$ cat config.mk
export PLATFORM = sky130hd
export DESIGN_NAME = dapm_host
export DESIGN_NICKNAME = d
export VERILOG_FILES = /design/src/pkg/dapm_pkg.sv /design/src/rtl/dapm_host.sv
export SDC_FILE = /design/constraint.sdc
export NUM_CORES = 1
export LEC_CHECK = 0
export ABC_AREA = 1
export CAP_MARGIN = 20
export CORE_ASPECT_RATIO = 0.8
export CORE_MARGIN = 3
export CORE_UTILIZATION = 46
export CTS_BUF_LIST = sky130_fd_sc_hd__clkbuf_4 sky130_fd_sc_hd__clkbuf_8
export DETAILED_ROUTE_END_ITERATION = 10
export DONT_BUFFER_PORTS = 1
export PLACE_DENSITY = 0.69
export SLEW_MARGIN = 30
export SYNTH_ARGS = -nofsm -noshare
export SYNTH_HDL_FRONTEND = slang
export SYNTH_SLANG_ARGS = --single-unit
$ cat constraint.sdc
create_clock -name ref_clk -period 5.65 [get_ports ref_clk]
set_input_delay 0 -clock ref_clk [delete_from_list [all_inputs] [get_ports ref_clk]]
set_output_delay 0 -clock ref_clk [all_outputs]
set_load 0.03 [all_outputs]
$ cat src/pkg/dapm_pkg.sv
// Package of constants and types for the dual converter power-mode host.
package dapm_pkg;
  // Serial clock falling-edge counts that frame a select-low period.
  localparam logic [5:0] EDGE_MIN_ABORT = 6'h02;
  localparam logic [5:0] EDGE_STAY_UP = 6'h0A;
  localparam logic [5:0] EDGE_WORD = 6'h0E;
  localparam logic [5:0] EDGE_WORD_PAD = 6'h10;
  localparam logic [5:0] EDGE_DUAL = 6'h20;
  // Early abort point used to enter a power-down mode.
  localparam logic [5:0] EDGE_PD_ABORT = 6'h05;
  // Serial clock divider: last divider count of a half period, which lasts SCLK_HALF plus one reference clocks.
  localparam logic [3:0] SCLK_HALF = 4'h2;
  // Timing, in the units printed, and the derived cycle counts at 40 MHz.
  localparam int REF_CLK_MHZ = 40;
  localparam int BUS_IDLE_GAP_NS = 60;
  localparam int BUS_IDLE_GAP_CYC = (BUS_IDLE_GAP_NS * REF_CLK_MHZ + 999) / 1000;
  localparam int PARTIAL_WAKE_NS = 1000;
  localparam int PARTIAL_WAKE_CYC = (PARTIAL_WAKE_NS * REF_CLK_MHZ + 999) / 1000;
  localparam int DEEP_WAKE_TIME_US = 1500;
  localparam int DEEP_WAKE_CYC = DEEP_WAKE_TIME_US * REF_CLK_MHZ;
  localparam int PARTIAL_SETTLE_US = 67;
  localparam int PARTIAL_SETTLE_CYC = PARTIAL_SETTLE_US * REF_CLK_MHZ;
  // Power mode that the host believes the device is in.
  typedef enum logic [1:0] {
    DAPM_NORMAL = 2'b00,
    DAPM_PARTIAL = 2'b01,
    DAPM_FULL = 2'b10,
    DAPM_UNKNOWN = 2'b11
  } dapm_mode_t;
  // Host commands.
  typedef enum logic [1:0] {
    DAPM_CMD_CONVERT = 2'b00,
    DAPM_CMD_PARTIAL = 2'b01,
    DAPM_CMD_FULL = 2'b10,
    DAPM_CMD_WAKE = 2'b11
  } dapm_cmd_t;
  typedef enum logic [2:0] {
    DAPM_IDLE = 3'b000,
    DAPM_LOW = 3'b001,
    DAPM_CLKH = 3'b010,
    DAPM_CLKL = 3'b011,
    DAPM_GAP = 3'b100,
    DAPM_WAIT = 3'b101
  } dapm_state_t;
endpackage

$ cat src/rtl/dapm_host.sv
// Host controller that frames conversions and power modes on a serial port.
`timescale 1ns/1ps
// How it works
// Hold select low ten falls for normal.
// Rise between ten and fourteen aborts, stays up.
// Fourteen clocks give one result word.
// Two more clocks give trailing zeros.
// Further clocks give the other result.
// Output floats at falling edge thirty-two.
// Wait idle gap before next select fall.
// Rise in two-to-ten window enters partial.
// Rise before second fall keeps normal.
// Partial mode keeps only reference powered.
// Dummy cycle wakes partial in one microsecond.
// Early rise in partial stays partial.
// Wake starts at fall, early rise stops.
// Window rise in partial enters full.
// Two window aborts reach full power-down.
// Power-down needs no clocks past the abort.
// Full wake waits deep wake time.
// Short wake needs partial at least 67 us.
// After supply-up run one dummy cycle.
// Two dummy cycles hold partial.
// Three dummy cycles reach full.
// Select fall starts conversion, drives data.
// Word is two zeros then twelve bits.
// Falling edge with select fall not counted.
// Mode tracked, edges counted per frame.
// Edge count saturates at thirty-two.
module dapm_host #(
  parameter int DEEP_WAKE_CYCLES = dapm_pkg::DEEP_WAKE_CYC,
  parameter int PARTIAL_SETTLE_CYCLES = dapm_pkg::PARTIAL_SETTLE_CYC
) (
  input wire logic ref_clk,
  input wire logic rst,
  input wire logic cmd_valid,
  input wire logic [1:0] cmd_code,
  input wire logic cmd_dual,
  input wire logic cmd_pad,
  output logic cmd_ready,
  output logic [11:0] result_first,
  output logic [11:0] result_second,
  output logic result_valid,
  output logic [1:0] power_mode,
  output logic conv_sel_n,
  output logic serial_clk,
  input wire logic result_out_first,
  input wire logic result_out_second
);
  ////////////////////////////////////////////////////////////////////////////
  logic [1:0] sync_a_r;
  logic [1:0] sync_b_r;
  always_ff @(posedge ref_clk or posedge rst)
  begin
    if (rst)
    begin
      sync_a_r <= 2'h0;
      sync_b_r <= 2'h0;
    end
    else
    begin
      sync_a_r <= {sync_a_r[0], result_out_first};
      sync_b_r <= {sync_b_r[0], result_out_second};
    end
  end
  ////////////////////////////////////////////////////////////////////////////
  dapm_pkg::dapm_state_t st_r, st_nxt;
  dapm_pkg::dapm_mode_t mode_r, mode_nxt;
  dapm_pkg::dapm_cmd_t cmd_r, cmd_nxt;
  logic [5:0] edges_r, edges_nxt;
  logic [5:0] stop_r, stop_nxt;
  logic [3:0] div_r, div_nxt;
  logic [31:0] wait_r, wait_nxt;
  logic [31:0] settle_r, settle_nxt;
  logic [31:0] sh_a_r, sh_a_nxt;
  logic [31:0] sh_b_r, sh_b_nxt;
  logic sel_n_r, sel_n_nxt;
  logic sclk_r, sclk_nxt;
  logic rdy_r, rdy_nxt;
  logic rv_r, rv_nxt;
  logic [11:0] ra_r, ra_nxt;
  logic [11:0] rb_r, rb_nxt;
  logic dual_r, dual_nxt;
  always_comb
  begin
    st_nxt = st_r;
    mode_nxt = mode_r;
    cmd_nxt = cmd_r;
    edges_nxt = edges_r;
    stop_nxt = stop_r;
    div_nxt = div_r;
    wait_nxt = wait_r;
    settle_nxt = (settle_r != 32'h0) ? settle_r - 32'h1 : settle_r;
    sh_a_nxt = sh_a_r;
    sh_b_nxt = sh_b_r;
    sel_n_nxt = sel_n_r;
    sclk_nxt = sclk_r;
    rdy_nxt = rdy_r;
    rv_nxt = 1'b0;
    ra_nxt = ra_r;
    rb_nxt = rb_r;
    dual_nxt = dual_r;
    case (st_r)
      dapm_pkg::DAPM_IDLE:
      begin
        if (cmd_valid && rdy_r)
        begin
          cmd_nxt = dapm_pkg::dapm_cmd_t'(cmd_code);
          dual_nxt = cmd_dual;
          // Select fall opens frame.
          sel_n_nxt = 1'b0;
          rdy_nxt = 1'b0;
          edges_nxt = 6'h00;
          div_nxt = 4'h0;
          // Power-down frames stop early.
          case (dapm_pkg::dapm_cmd_t'(cmd_code))
            dapm_pkg::DAPM_CMD_PARTIAL,
            dapm_pkg::DAPM_CMD_FULL: stop_nxt = dapm_pkg::EDGE_PD_ABORT;
            dapm_pkg::DAPM_CMD_WAKE: stop_nxt = dapm_pkg::EDGE_STAY_UP;
            default:
              stop_nxt = cmd_dual ? dapm_pkg::EDGE_DUAL :
                (cmd_pad ? dapm_pkg::EDGE_WORD_PAD : dapm_pkg::EDGE_WORD);
          endcase
          st_nxt = dapm_pkg::DAPM_LOW;
        end
      end
      dapm_pkg::DAPM_LOW, dapm_pkg::DAPM_CLKH:
      begin
        div_nxt = div_r + 4'h1;
        if (div_r == dapm_pkg::SCLK_HALF)
        begin
          // Clock rises first, so no fall meets select fall.
          div_nxt = 4'h0;
          sclk_nxt = 1'b1;
          st_nxt = dapm_pkg::DAPM_CLKL;
        end
      end
      dapm_pkg::DAPM_CLKL:
      begin
        div_nxt = div_r + 4'h1;
        if (div_r == dapm_pkg::SCLK_HALF)
        begin
          div_nxt = 4'h0;
          sclk_nxt = 1'b0;
          // Sample the bit held since the previous fall.
          sh_a_nxt = {sh_a_r[30:0], sync_a_r[1]};
          sh_b_nxt = {sh_b_r[30:0], sync_b_r[1]};
          // Count saturates at thirty-two.
          if (edges_r != dapm_pkg::EDGE_DUAL)
            edges_nxt = edges_r + 6'h01;
          st_nxt = dapm_pkg::DAPM_CLKH;
          if (edges_r + 6'h01 >= stop_r)
          begin
            st_nxt = dapm_pkg::DAPM_GAP;
            wait_nxt = 32'(dapm_pkg::BUS_IDLE_GAP_CYC);
          end
        end
      end
      dapm_pkg::DAPM_GAP:
      begin
        // Select rises one reference clock after the last fall.
        // Raising it on the fall itself races the device's edge count.
        sel_n_nxt = 1'b1;
        // Mode updated at the select rise.
        case (cmd_r)
          // Window rise from normal gives partial.
          // Window rise from partial gives full.
          // Second window abort reaches full.
          dapm_pkg::DAPM_CMD_PARTIAL, dapm_pkg::DAPM_CMD_FULL:
          begin
            mode_nxt = (mode_r == dapm_pkg::DAPM_PARTIAL ||
              mode_r == dapm_pkg::DAPM_FULL) ? dapm_pkg::DAPM_FULL :
              dapm_pkg::DAPM_PARTIAL;
            settle_nxt = 32'(PARTIAL_SETTLE_CYCLES);
            if (cmd_r == dapm_pkg::DAPM_CMD_FULL &&
              mode_r != dapm_pkg::DAPM_PARTIAL &&
              mode_r != dapm_pkg::DAPM_FULL)
            begin
              // Another window abort follows.
              cmd_nxt = dapm_pkg::DAPM_CMD_FULL;
            end
          end
          default:
          begin
            // Wake from partial takes about one microsecond.
            // Wake from full takes the deep wake time.
            // Settle time not met means deep wait.
            if (mode_r == dapm_pkg::DAPM_FULL ||
              mode_r == dapm_pkg::DAPM_UNKNOWN || settle_r != 32'h0)
              wait_nxt = 32'(DEEP_WAKE_CYCLES);
            else if (mode_r == dapm_pkg::DAPM_PARTIAL)
              wait_nxt = 32'(dapm_pkg::PARTIAL_WAKE_CYC);
            mode_nxt = dapm_pkg::DAPM_NORMAL;
            if (cmd_r == dapm_pkg::DAPM_CMD_CONVERT &&
              mode_r == dapm_pkg::DAPM_NORMAL)
            begin
              // Result word from bits after two zeros.
              if (dual_r)
              begin
                // Both results on the first line.
                ra_nxt = sh_a_r[29:18];
                rb_nxt = sh_a_r[13:2];
              end
              else if (stop_r == dapm_pkg::EDGE_WORD)
              begin
                ra_nxt = sh_a_r[11:0];
                rb_nxt = sh_b_r[11:0];
              end
              else
              begin
                // Two trailing zeros dropped.
                ra_nxt = sh_a_r[13:2];
                rb_nxt = sh_b_r[13:2];
              end
              rv_nxt = 1'b1;
            end
          end
        endcase
        st_nxt = dapm_pkg::DAPM_WAIT;
      end
      dapm_pkg::DAPM_WAIT:
      begin
        // Idle gap before next select fall.
        if (wait_r != 32'h0)
          wait_nxt = wait_r - 32'h1;
        else if (cmd_r == dapm_pkg::DAPM_CMD_FULL &&
          mode_r == dapm_pkg::DAPM_PARTIAL)
        begin
          sel_n_nxt = 1'b0;
          edges_nxt = 6'h00;
          div_nxt = 4'h0;
          stop_nxt = dapm_pkg::EDGE_PD_ABORT;
          st_nxt = dapm_pkg::DAPM_LOW;
        end
        else
        begin
          rdy_nxt = 1'b1;
          st_nxt = dapm_pkg::DAPM_IDLE;
        end
      end
      default: st_nxt = dapm_pkg::DAPM_IDLE;
    endcase
  end
  always_ff @(posedge ref_clk or posedge rst)
  begin
    if (rst)
    begin
      st_r <= dapm_pkg::DAPM_IDLE;
      // Mode unknown after supply-up.
      mode_r <= dapm_pkg::DAPM_UNKNOWN;
      cmd_r <= dapm_pkg::DAPM_CMD_CONVERT;
      edges_r <= 6'h00;
      stop_r <= 6'h00;
      div_r <= 4'h0;
      wait_r <= 32'h0;
      settle_r <= 32'h0;
      sh_a_r <= 32'h0;
      sh_b_r <= 32'h0;
      sel_n_r <= 1'b1;
      sclk_r <= 1'b0;
      rdy_r <= 1'b1;
      rv_r <= 1'b0;
      ra_r <= 12'h000;
      rb_r <= 12'h000;
      dual_r <= 1'b0;
    end
    else
    begin
      st_r <= st_nxt;
      mode_r <= mode_nxt;
      cmd_r <= cmd_nxt;
      edges_r <= edges_nxt;
      stop_r <= stop_nxt;
      div_r <= div_nxt;
      wait_r <= wait_nxt;
      settle_r <= settle_nxt;
      sh_a_r <= sh_a_nxt;
      sh_b_r <= sh_b_nxt;
      sel_n_r <= sel_n_nxt;
      sclk_r <= sclk_nxt;
      rdy_r <= rdy_nxt;
      rv_r <= rv_nxt;
      ra_r <= ra_nxt;
      rb_r <= rb_nxt;
      dual_r <= dual_nxt;
    end
  end
  assign cmd_ready = rdy_r;
  assign result_first = ra_r;
  assign result_second = rb_r;
  assign result_valid = rv_r;
  assign power_mode = mode_r;
  assign conv_sel_n = sel_n_r;
  assign serial_clk = sclk_r;
  ////////////////////////////////////////////////////////////////////////////
  AST_SEL_STEADY_IN_FRAME: assert property (@(posedge ref_clk) disable iff (rst)
    (st_r == dapm_pkg::DAPM_CLKH) |-> !conv_sel_n)
    else $error("Select high inside a frame.");
  AST_PD_ABORT_WINDOW: assert property (@(posedge ref_clk) disable iff (rst)
    ($rose(conv_sel_n) && (cmd_r == dapm_pkg::DAPM_CMD_PARTIAL)) |->
    (edges_r >= dapm_pkg::EDGE_MIN_ABORT && edges_r < dapm_pkg::EDGE_STAY_UP))

    else $error("Power-down abort outside the window.");
  AST_CONVERT_LEN: assert property (@(posedge ref_clk) disable iff (rst)
    ($rose(conv_sel_n) && cmd_r == dapm_pkg::DAPM_CMD_CONVERT) |->
    edges_r >= dapm_pkg::EDGE_WORD)
    else $error("Conversion frame too short.");
  AST_COUNT_SAT: assert property (@(posedge ref_clk) disable iff (rst)
    edges_r <= dapm_pkg::EDGE_DUAL)
    else $error("Edge count above thirty-two.");
  AST_WAKE_NORMAL: assert property (@(posedge ref_clk) disable iff (rst)
    (st_r == dapm_pkg::DAPM_GAP && cmd_r == dapm_pkg::DAPM_CMD_WAKE) |=>
    power_mode == dapm_pkg::DAPM_NORMAL)
    else $error("Wake did not restore normal.");
  AST_FULL_FROM_PARTIAL: assert property (@(posedge ref_clk) disable iff (rst)
    (st_r == dapm_pkg::DAPM_GAP && (cmd_r == dapm_pkg::DAPM_CMD_PARTIAL ||
    cmd_r == dapm_pkg::DAPM_CMD_FULL) && mode_r == dapm_pkg::DAPM_PARTIAL)
    |=> power_mode == dapm_pkg::DAPM_FULL)

    else $error("Second abort did not reach full.");
  AST_GAP_HELD: assert property (@(posedge ref_clk) disable iff (rst)
    $rose(conv_sel_n) |=> conv_sel_n [*2])
    else $error("Select fell again too soon.");
  AST_SCLK_IDLE_LOW: assert property (@(posedge ref_clk) disable iff (rst)
    $fell(conv_sel_n) |-> !serial_clk)
    else $error("Clock high at select fall.");
endmodule

==> summary.md, run 1 <==
| Metric | Value |
|---|---|
| Synthesis-stage register bit count | `163` |
| Post-synthesis net count | `1261` |
| Clock Sinks | `163` |
| DR WL/cell | `14.3 um` |
| Setup Skew | `0.0234 ns` |
| Crit-path most repeated cell | `nand2_1` |
| Normalized max-slew margin | `41.4%` |
| Tightest Pin Transition | `0.877 ns` |
| Most common cell after layout, fill and taps aside | `nand2_1` |
| Critical path origin | `edges_r[2]$_DFFE_PP0P_` |
| CTS buffer count | `17` |
| Distinct cell type count of the synthesized netlist | `41` |
| Number of global-route vias before repair | `7119` |
| Final ANT Viol Nets | `0` |
| CP Capture Type | `flop` |
| Placer Congestion | `0.960` |
| Setup TNS | `0 ns` |
| Multi-input gate area | `4520 sq um` |
| Initial Util | `47.8%` |
| Min Hold Slack | `0.0879 ns` |
| Slew Limit Fails | `0` |
| Fillers | `1838` |
| Row count | `45` |
| Max FO, Critical Path | `32` |
| CP max stage cell | `a21oi_4` |
| Post-CTS sizing | `0` |
| Post-CTS Setup Bufs | `0` |
| Largest net degree at the start of global routing | `111` |
| CP required | `6.04 ns` |
| Grt ovf | `0` |
| Die width | `164 um` |
| Crit path buf inv count | `1` |
| Detailed Route WL | `21400 um` |
| Detailed Route Iter0 Violations | `706` |
| Worst-path clk slew | `0.10 ns` |
| GRT Util Overall | `20.4%` |
| Final period util | `48.2%` |
| Dominant cell type by area after synthesis | `dfrtp_1` |
| Layout cells sized above 1 | `8.00%` |
| Mapped Area | `9230 sq um` |
| Critical Path AT | `3.11 ns` |
| Hold Vio Cnt, Final | `0` |
| Min-Delay Path Class | `primary input to flop` |
| Crit path depth | `14` |
| Final setup margin | `2.93 ns` |
| Final nets | `1252` |
| Status | `complete, no violations` |
| Clock root buffer | `clkbuf_8` |
| Placed cells | `1453` |
| Ant diodes | `0` |
| Ys Warns | `0` |
| Crit path to | `wait_r[21]$_DFFE_PP0P_` |
| Final Core Density | `51.1%` |
| Die Y-Extent | `133 um` |
| Antenna violations before repair | `0` |
| First-pass GRT wire length | `36300 um` |
| FF+latch area | `4080 sq um` |
| Synth top area share | `43.1%` |
| R2R setup slack | `2.93 ns` |
| Unrepaired setup endpoints after global routing | `no` |
| Maxcap violations | `0` |
| Pwr Density | `494 nW/um^2` |
| Routed vias/inst | `5.20` |
| Hold Crit Start | `result_out_second` |
| Mapped Avg Cell Area | `7.48 sq um` |
| Cells after Synth | `1234` |
| Worst setup SP type | `flop` |
| Most frequent cells in the layout | `nand2_1, nor2_1, dfrtp_1` |
| Port Buf Inserts | `0` |
| TritonCTS clock tree | `done` |
| HPWL Detailed | `14800 um` |
| Core footprint | `19300 sq um` |
| Max Fclk | `367 MHz` |
| DR DRC count | `0` |
| Worst Path Class, Setup | `flop to flop` |
| Crit-path cells | `nand3_1 > nor2_1 > nand2_1 > xor2_1 > inv_1 > ha_1 > nand2_1 > nor2_1 > nand2_1 > nand3_1 > nand2_2 > a21oi_4 > nand3_1 > nand2_1` |
| Clock Tree Buf Depth | `2` |
| Min Tclk post-route | `2.72 ns` |
| Largest cells by area after synthesis | `dfrtp_1, nand2_1, nor2_1` |
| CP max stage delay | `0.68 ns` |
| Final setup fails | `0` |
| Layout area overhead | `6.92%` |
| Clk_lat worst skew | `0.47 ns` |
| Ports | `39` |
| Via count | `7785` |
| Beginning of the worst register-to-register path | `edges_r[2]$_DFFE_PP0P_` |
| Cell family with most CP delay | `simple AND/OR/NAND/NOR gates` |
| DIE AREA | `21800 sq um` |
| First drt pass iteration count | `6` |
| Post-Place Worst Slack | `2.97 ns` |
| R2r endpoint | `wait_r[21]$_DFFE_PP0P_` |
| Seq/Total Area, Yosys | `44.2%` |
| H-tree depth | `4` |
| VDD IR max | `216 uV` |
| Worst r2r path cells | `14` |
| Post-Layout Cell Count | `1496` |
| Leakage power | `5.03 nW` |
[what timing repair did]
action / 4_1_cts / 5_1_grt
hold endpoints to repair: 126 / 0
setup endpoints to repair: 0 / 0
hold buffers: 11 / 0
[registers in the layout (all words and copies together) (netlist names), 2 cells and up]
name / cells
cmd_r: 2
div_r: 4
edges_r: 6
power_mode: 2
result_first: 12
result_second: 12
settle_r: 32
sh_a_r: 30
sh_b_r: 14
st_r: 3
stop_r: 5
sync_a_r: 2
sync_b_r: 2
wait_r: 32
[power breakdown]
part,leakage (nW),internal (mW),switching (mW)
clock,0.186,0.384,0.466
sequential,2.18,1.46,0.513
combinational,2.67,0.657,1.39
total,5.03,2.51,2.37
[through the flow]
stage | cell area [sq um] | power, mW
final | 9870 | 4.87
after global routing | 9870 | 5.29
after CTS | 9870 | 4.88
after detailed placement | 9370 | 4.01
after global placement | 9370 | 3.97
after floorplan | 9230 | 3.60
[cells in the mapped netlist]
| master | number |
|---|---|
| nand2_1 | 388 |
| nand3_2 | 2 |
| xor2_1 | 16 |
| o21ai_1 | 11 |
| dfstp_2 | 4 |
| nand3_1 | 76 |
| nand4_1 | 20 |
| buf_6 | 6 |
| buf_2 | 11 |
| nor2_4 | 3 |
| o21ai_0 | 42 |
| buf_4 | 5 |
| o211ai_1 | 26 |
| ha_1 | 18 |
| o21bai_1 | 6 |
| a21oi_4 | 1 |
| nand4_4 | 1 |
| nor2_2 | 12 |
| inv_1 | 102 |
| a21oi_1 | 13 |
| clkbuf_1 | 22 |
| nor2_1 | 190 |
| nand2_2 | 13 |
| a211oi_1 | 1 |
| or2_1 | 1 |
| o21a_1 | 1 |
| a31oi_1 | 27 |
| o22ai_1 | 2 |
| o21ai_2 | 6 |
| nand3b_1 | 2 |
| o21ai_4 | 1 |
| xnor2_1 | 14 |
| dfrtp_1 | 159 |
| nand3_4 | 3 |
| nor3_1 | 14 |
| o31ai_1 | 1 |
| nand2_4 | 1 |
| or2_2 | 2 |
| inv_2 | 6 |
| nor3_2 | 2 |
| nor2_8 | 3 |
[area by class of cell]
cell class                 instances  area share (%)
multi-input combinational        919            45.7
inverter                         108            4.18
clock inverter                    12            1.23
timing repair buffer              16            1.50
sequential                       163            41.4
tap                              258            3.27
clock buffer                      20            2.72
[routing by layer]
layer / vias up / global-route usage, % / routed length [um]
met5: - / 0 / 0
met4: 0 / 6.38 / 366
met3: 32 / 3.82 / 957
met2: 185 / 27.9 / 8830
met1: 3643 / 32.1 / 11200
li1: 3925 / - / -
[kinds of logic (layout without fill, tap and decap cells)]
kind of cell / Yosys count / in the layout / synth area share [%]
flip-flops: 163 / 163 / 44.2
buffers and inverters: 152 / 156 / 7.02
XOR/XNOR: 30 / 30 / 2.85
AND/OR/NAND/NOR: 733 / 733 / 34.2
adder cells (fa/ha/maj): 18 / 18 / 2.44
AO/OA/AOI/OAI: 138 / 138 / 9.31
[how the worst min path moves through the flow]
stage / to / slack [ns] / cells past startpoint
after floorplan: sync_a_r[0]$_DFF_PP0_ / 0.03 / 0
after global placement: sync_a_r[0]$_DFF_PP0_ / 0.03 / 0
after detailed placement: sync_a_r[0]$_DFF_PP0_ / 0.03 / 0
after CTS: sync_a_r[0]$_DFF_PP0_ / 0.05 / 1
after global routing: sync_b_r[0]$_DFF_PP0_ / 0.05 / 1
final: sync_b_r[0]$_DFF_PP0_ / 0.09 / 1
Note: power is estimated with default switching activity, not from simulation.
==> run 2: changes to the inputs <==
--- a/config.mk
+++ b/config.mk
@@ -5,7 +5,7 @@
 export SDC_FILE = /design/constraint.sdc
 export NUM_CORES = 1
 export LEC_CHECK = 0
-export ABC_AREA = 1
+export ABC_AREA = 0
 export CAP_MARGIN = 20
 export CORE_ASPECT_RATIO = 0.8
 export CORE_MARGIN = 3
@@ -13,7 +13,7 @@
 export CTS_BUF_LIST = sky130_fd_sc_hd__clkbuf_4 sky130_fd_sc_hd__clkbuf_8
 export DETAILED_ROUTE_END_ITERATION = 10
 export DONT_BUFFER_PORTS = 1
-export PLACE_DENSITY = 0.69
+export PLACE_DENSITY = 0.71
 export SLEW_MARGIN = 30
 export SYNTH_ARGS = -nofsm -noshare
 export SYNTH_HDL_FRONTEND = slang
==> constraint.sdc (replaced) <==
create_clock -name ref_clk -period 2.2 [get_ports ref_clk]
set_input_delay 0 -clock ref_clk [delete_from_list [all_inputs] [get_ports ref_clk]]
set_output_delay 0 -clock ref_clk [all_outputs]
set_load 0.03 [all_outputs]
==> run 2 against run 1 <==
  * The flow now finishes with violations (negative setup slack)
  * Worst hold slack gained 0.00051 ns
  * Via count shrank 4.9%
  * Register-to-register slack lost 3.1 ns
  * Sequential power grew 55%
  * Clock skew shrank 0.0078 ns
  * Cell count shrank 13%
  * Global-route usage grew 1.2 points
==> summary.md, run 2 <==
| Metric | Value |
|---|---|
| Distinct cell type count of the synthesized netlist | `69` |
| Final ANT Viol Nets | `0` |
| Final setup margin | `-0.210 ns` |
| Row count | `43` |
| Setup TNS | `-7.43 ns` |
| First-pass GRT wire length | `34500 um` |
| Post-synth EDFFs | `0` |
| Final Core Density | `62.7%` |
| VDD IR max | `368 uV` |
| Post-Place Worst Slack | `-0.317 ns` |
| Tightest Pin Transition | `0.720 ns` |
| CTS buffer count | `17` |
| Normalized max-slew margin | `51.9%` |
| CP required | `2.55 ns` |
| Synthesis-stage register bit count | `163` |
| Final setup fails | `71` |
| Dpl cell area | `9580 sq um` |
| Critical path origin | `wait_r[19]$_DFFE_PP0P_` |
| Most common cell in the netlist | `nand2_1` |
| Detailed Route WL | `21800 um` |
| Dominant synthesized flop cell | `dfrtp_1` |
| Routed vias/inst | `5.68` |
| R2r endpoint | `edges_r[0]$_DFFE_PP0P_` |
| Largest cells by area after synthesis | `dfrtp_1, nand2_1, o21ai_0` |
| TritonCTS clock tree | `done` |
| DIE AREA | `19600 sq um` |
| Core footprint | `17500 sq um` |
| Crit-path cells | `or4_4 > nor4_4 > buf_4 > nand4_4 > a211o_4 > mux2_4` |
| Layout area overhead | `32.7%` |
| Initial Util | `47.3%` |
| Post-Layout Cell Count | `1303` |
| Placed cells | `1225` |
| Total power | `5.62 mW` |
| Layout cells sized above 1 | `30.6%` |
| Clk_lat worst skew | `0.47 ns` |
| R2R setup slack | `-0.21 ns` |
| Crit path to | `edges_r[0]$_DFFE_PP0P_` |
| Min-Delay Path Class | `primary input to flop` |
| CP max stage cell | `or4_4` |
| Maxcap violations | `0` |
| Unrepaired setup endpoints after global routing | `yes` |
| Number of global-route vias before repair | `6903` |
| Synth top area share | `48.1%` |
| Beginning of the worst register-to-register path | `wait_r[19]$_DFFE_PP0P_` |
| Top cells by count, synth | `nand2_1, dfrtp_1, nor2_1, o21ai_0, a21oi_1` |
| Antenna violations before repair | `0` |
| Final instance area | `11000 sq um` |
| Min Tclk post-route | `2.41 ns` |
| DR WL/cell | `16.7 um` |
| Mapped Area | `8270 sq um` |
| Worst setup SP type | `flop` |
| Clock root buffer | `clkbuf_8` |
| Critical Path AT | `2.76 ns` |
| First drt pass iteration count | `5` |
| Final period util | `110%` |
| Min Hold Slack | `0.0884 ns` |
| Largest net degree at the start of global routing | `51` |
| Ports | `39` |
| Ys Warns | `0` |
| FFs w/ async S/R, synth | `100%` |
| Cells after Synth | `923` |
| Leakage power | `5.16 nW` |
| Hold Vio Cnt, Final | `0` |
| Slew Limit Fails | `0` |
| Most frequent cells in the layout | `nand2_1, dfrtp_1, buf_4` |
| Largest regs | `settle_r: 32 flops, wait_r: 32 flops, sh_a_r: 30 flops` |
| Clock Sinks | `163` |
| Setup Skew | `0.0156 ns` |
| Mapped Avg Cell Area | `8.96 sq um` |
| Detailed Route Iter0 Violations | `678` |
| Hold Crit Start | `result_out_second` |
| Dominant cell type by area after synthesis | `dfrtp_1` |
| Worst r2r path cells | `6` |
| Via count | `7406` |
| HPWL Detailed | `13700 um` |
| Post-synthesis net count | `950` |
| Max Fclk | `415 MHz` |
| H-tree depth | `4` |
| Most common cell after layout, fill and taps aside | `nand2_1` |
| Pwr Density | `513 nW/um^2` |
| CP max stage delay | `0.56 ns` |
| Worst-path clk slew | `0.10 ns` |
| Worst Path Class, Setup | `flop to flop` |
| Ant diodes | `0` |
| Failing checks | `negative setup slack` |
| Max FO, Critical Path | `5` |
| Die Y-Extent | `126 um` |
| Grt ovf | `0` |
| Placer Congestion | `0.849` |
| Final nets | `1092` |
| Clock Tree Buf Depth | `2` |
| GRT Util Overall | `21.6%` |
| Status | `finished, violations left` |
| Die width | `156 um` |
| DR DRC count | `0` |
| Port Buf Inserts | `0` |
| Seq/Total Area, Yosys | `49.4%` |
| CP Capture Type | `flop` |
==> run 2: cell count changes after synthesis, moves of 13 or more <==
cell      before  now
nand4_1       20    3
o211ai_1      26    2
nand3_1       76   13
nand2_1      388  222
a31oi_1       27   14
nor2_1       190   80
nor4_1         0   16
a21oi_1       13   61
o21ai_0       42   65
inv_1        102   22
mux2i_1        0   26
==> run 2: metal layers <==
layer / wire (um) / vias to the layer above / global-route usage, %
met3: 1120 / 27 / 4.36
met5: 0 / - / 0
met4: 297 / 0 / 5.09
li1: - / 3491 / -
met1: 10300 / 3675 / 32.8
met2: 10100 / 213 / 31.8
==> run 2: worst min-delay path by stage <==
stage                        endpoint  slack (ns)  cells past startpoint
4_1_cts         sync_b_r[0]$_DFF_PP0_        0.06                      1
3_5_place_dp   sh_a_r[25]$_DFFE_PP0P_        0.01                      1
6_report        sync_b_r[0]$_DFF_PP0_        0.09                      1
2_1_floorplan   sync_a_r[0]$_DFF_PP0_        0.03                      0
5_1_grt         sync_b_r[0]$_DFF_PP0_        0.07                      1
3_3_place_gp   sh_a_r[26]$_DFFE_PP0P_        0.02                      1
==> run 2: layout make-up <==
| type | count | area [sq um] |
|---|---|---|
| well taps | 225 | 282 |
| clock inverters | 13 | 153 |
| flip-flops and latches | 163 | 4090 |
| repair buffers | 164 | 1420 |
| inverters | 22 | 86.3 |
| fillers | 1354 | 6520 |
| clock buffers | 19 | 255 |
| multi-input cells | 697 | 4690 |
==> run 2: kinds of logic (layout without fill, tap and decap cells) <==
family	count (synthesis)	after routing	synth area share (%)
compound gates	193	194	14.1
buf+inv	68	218	3.37
flops	163	163	49.4
simple gates	424	428	23.9
fa+ha+maj	18	18	2.72
xor+xnor	29	29	3.07
mux	28	28	3.42
==> run 2: report_power, final <==
part	internal, mW	total [mW]	switching [mW]
clock network	1.07	2.24	1.17
logic	0.120	0.317	0.197
registers	3.03	3.06	0.0350
==> run 2: repair_timing <==
action	CTS	global route
buffers inserted	11	19
setup endpoints to repair	74	83
hold buffers	11	0
endpoints found under the hold margin	169	0
gates resized for setup	54	84
pin swaps	34	46
gates cloned	6	0
==> run 2: worst max-delay path, delay by kind of cell, from the launching register on <==
kind | cells | cell delay (ns)
buf+inv | 1 | 0.18
simple gates | 3 | 1.02
compound gates | 1 | 0.43
flops | 1 | 0.40
mux | 1 | 0.26
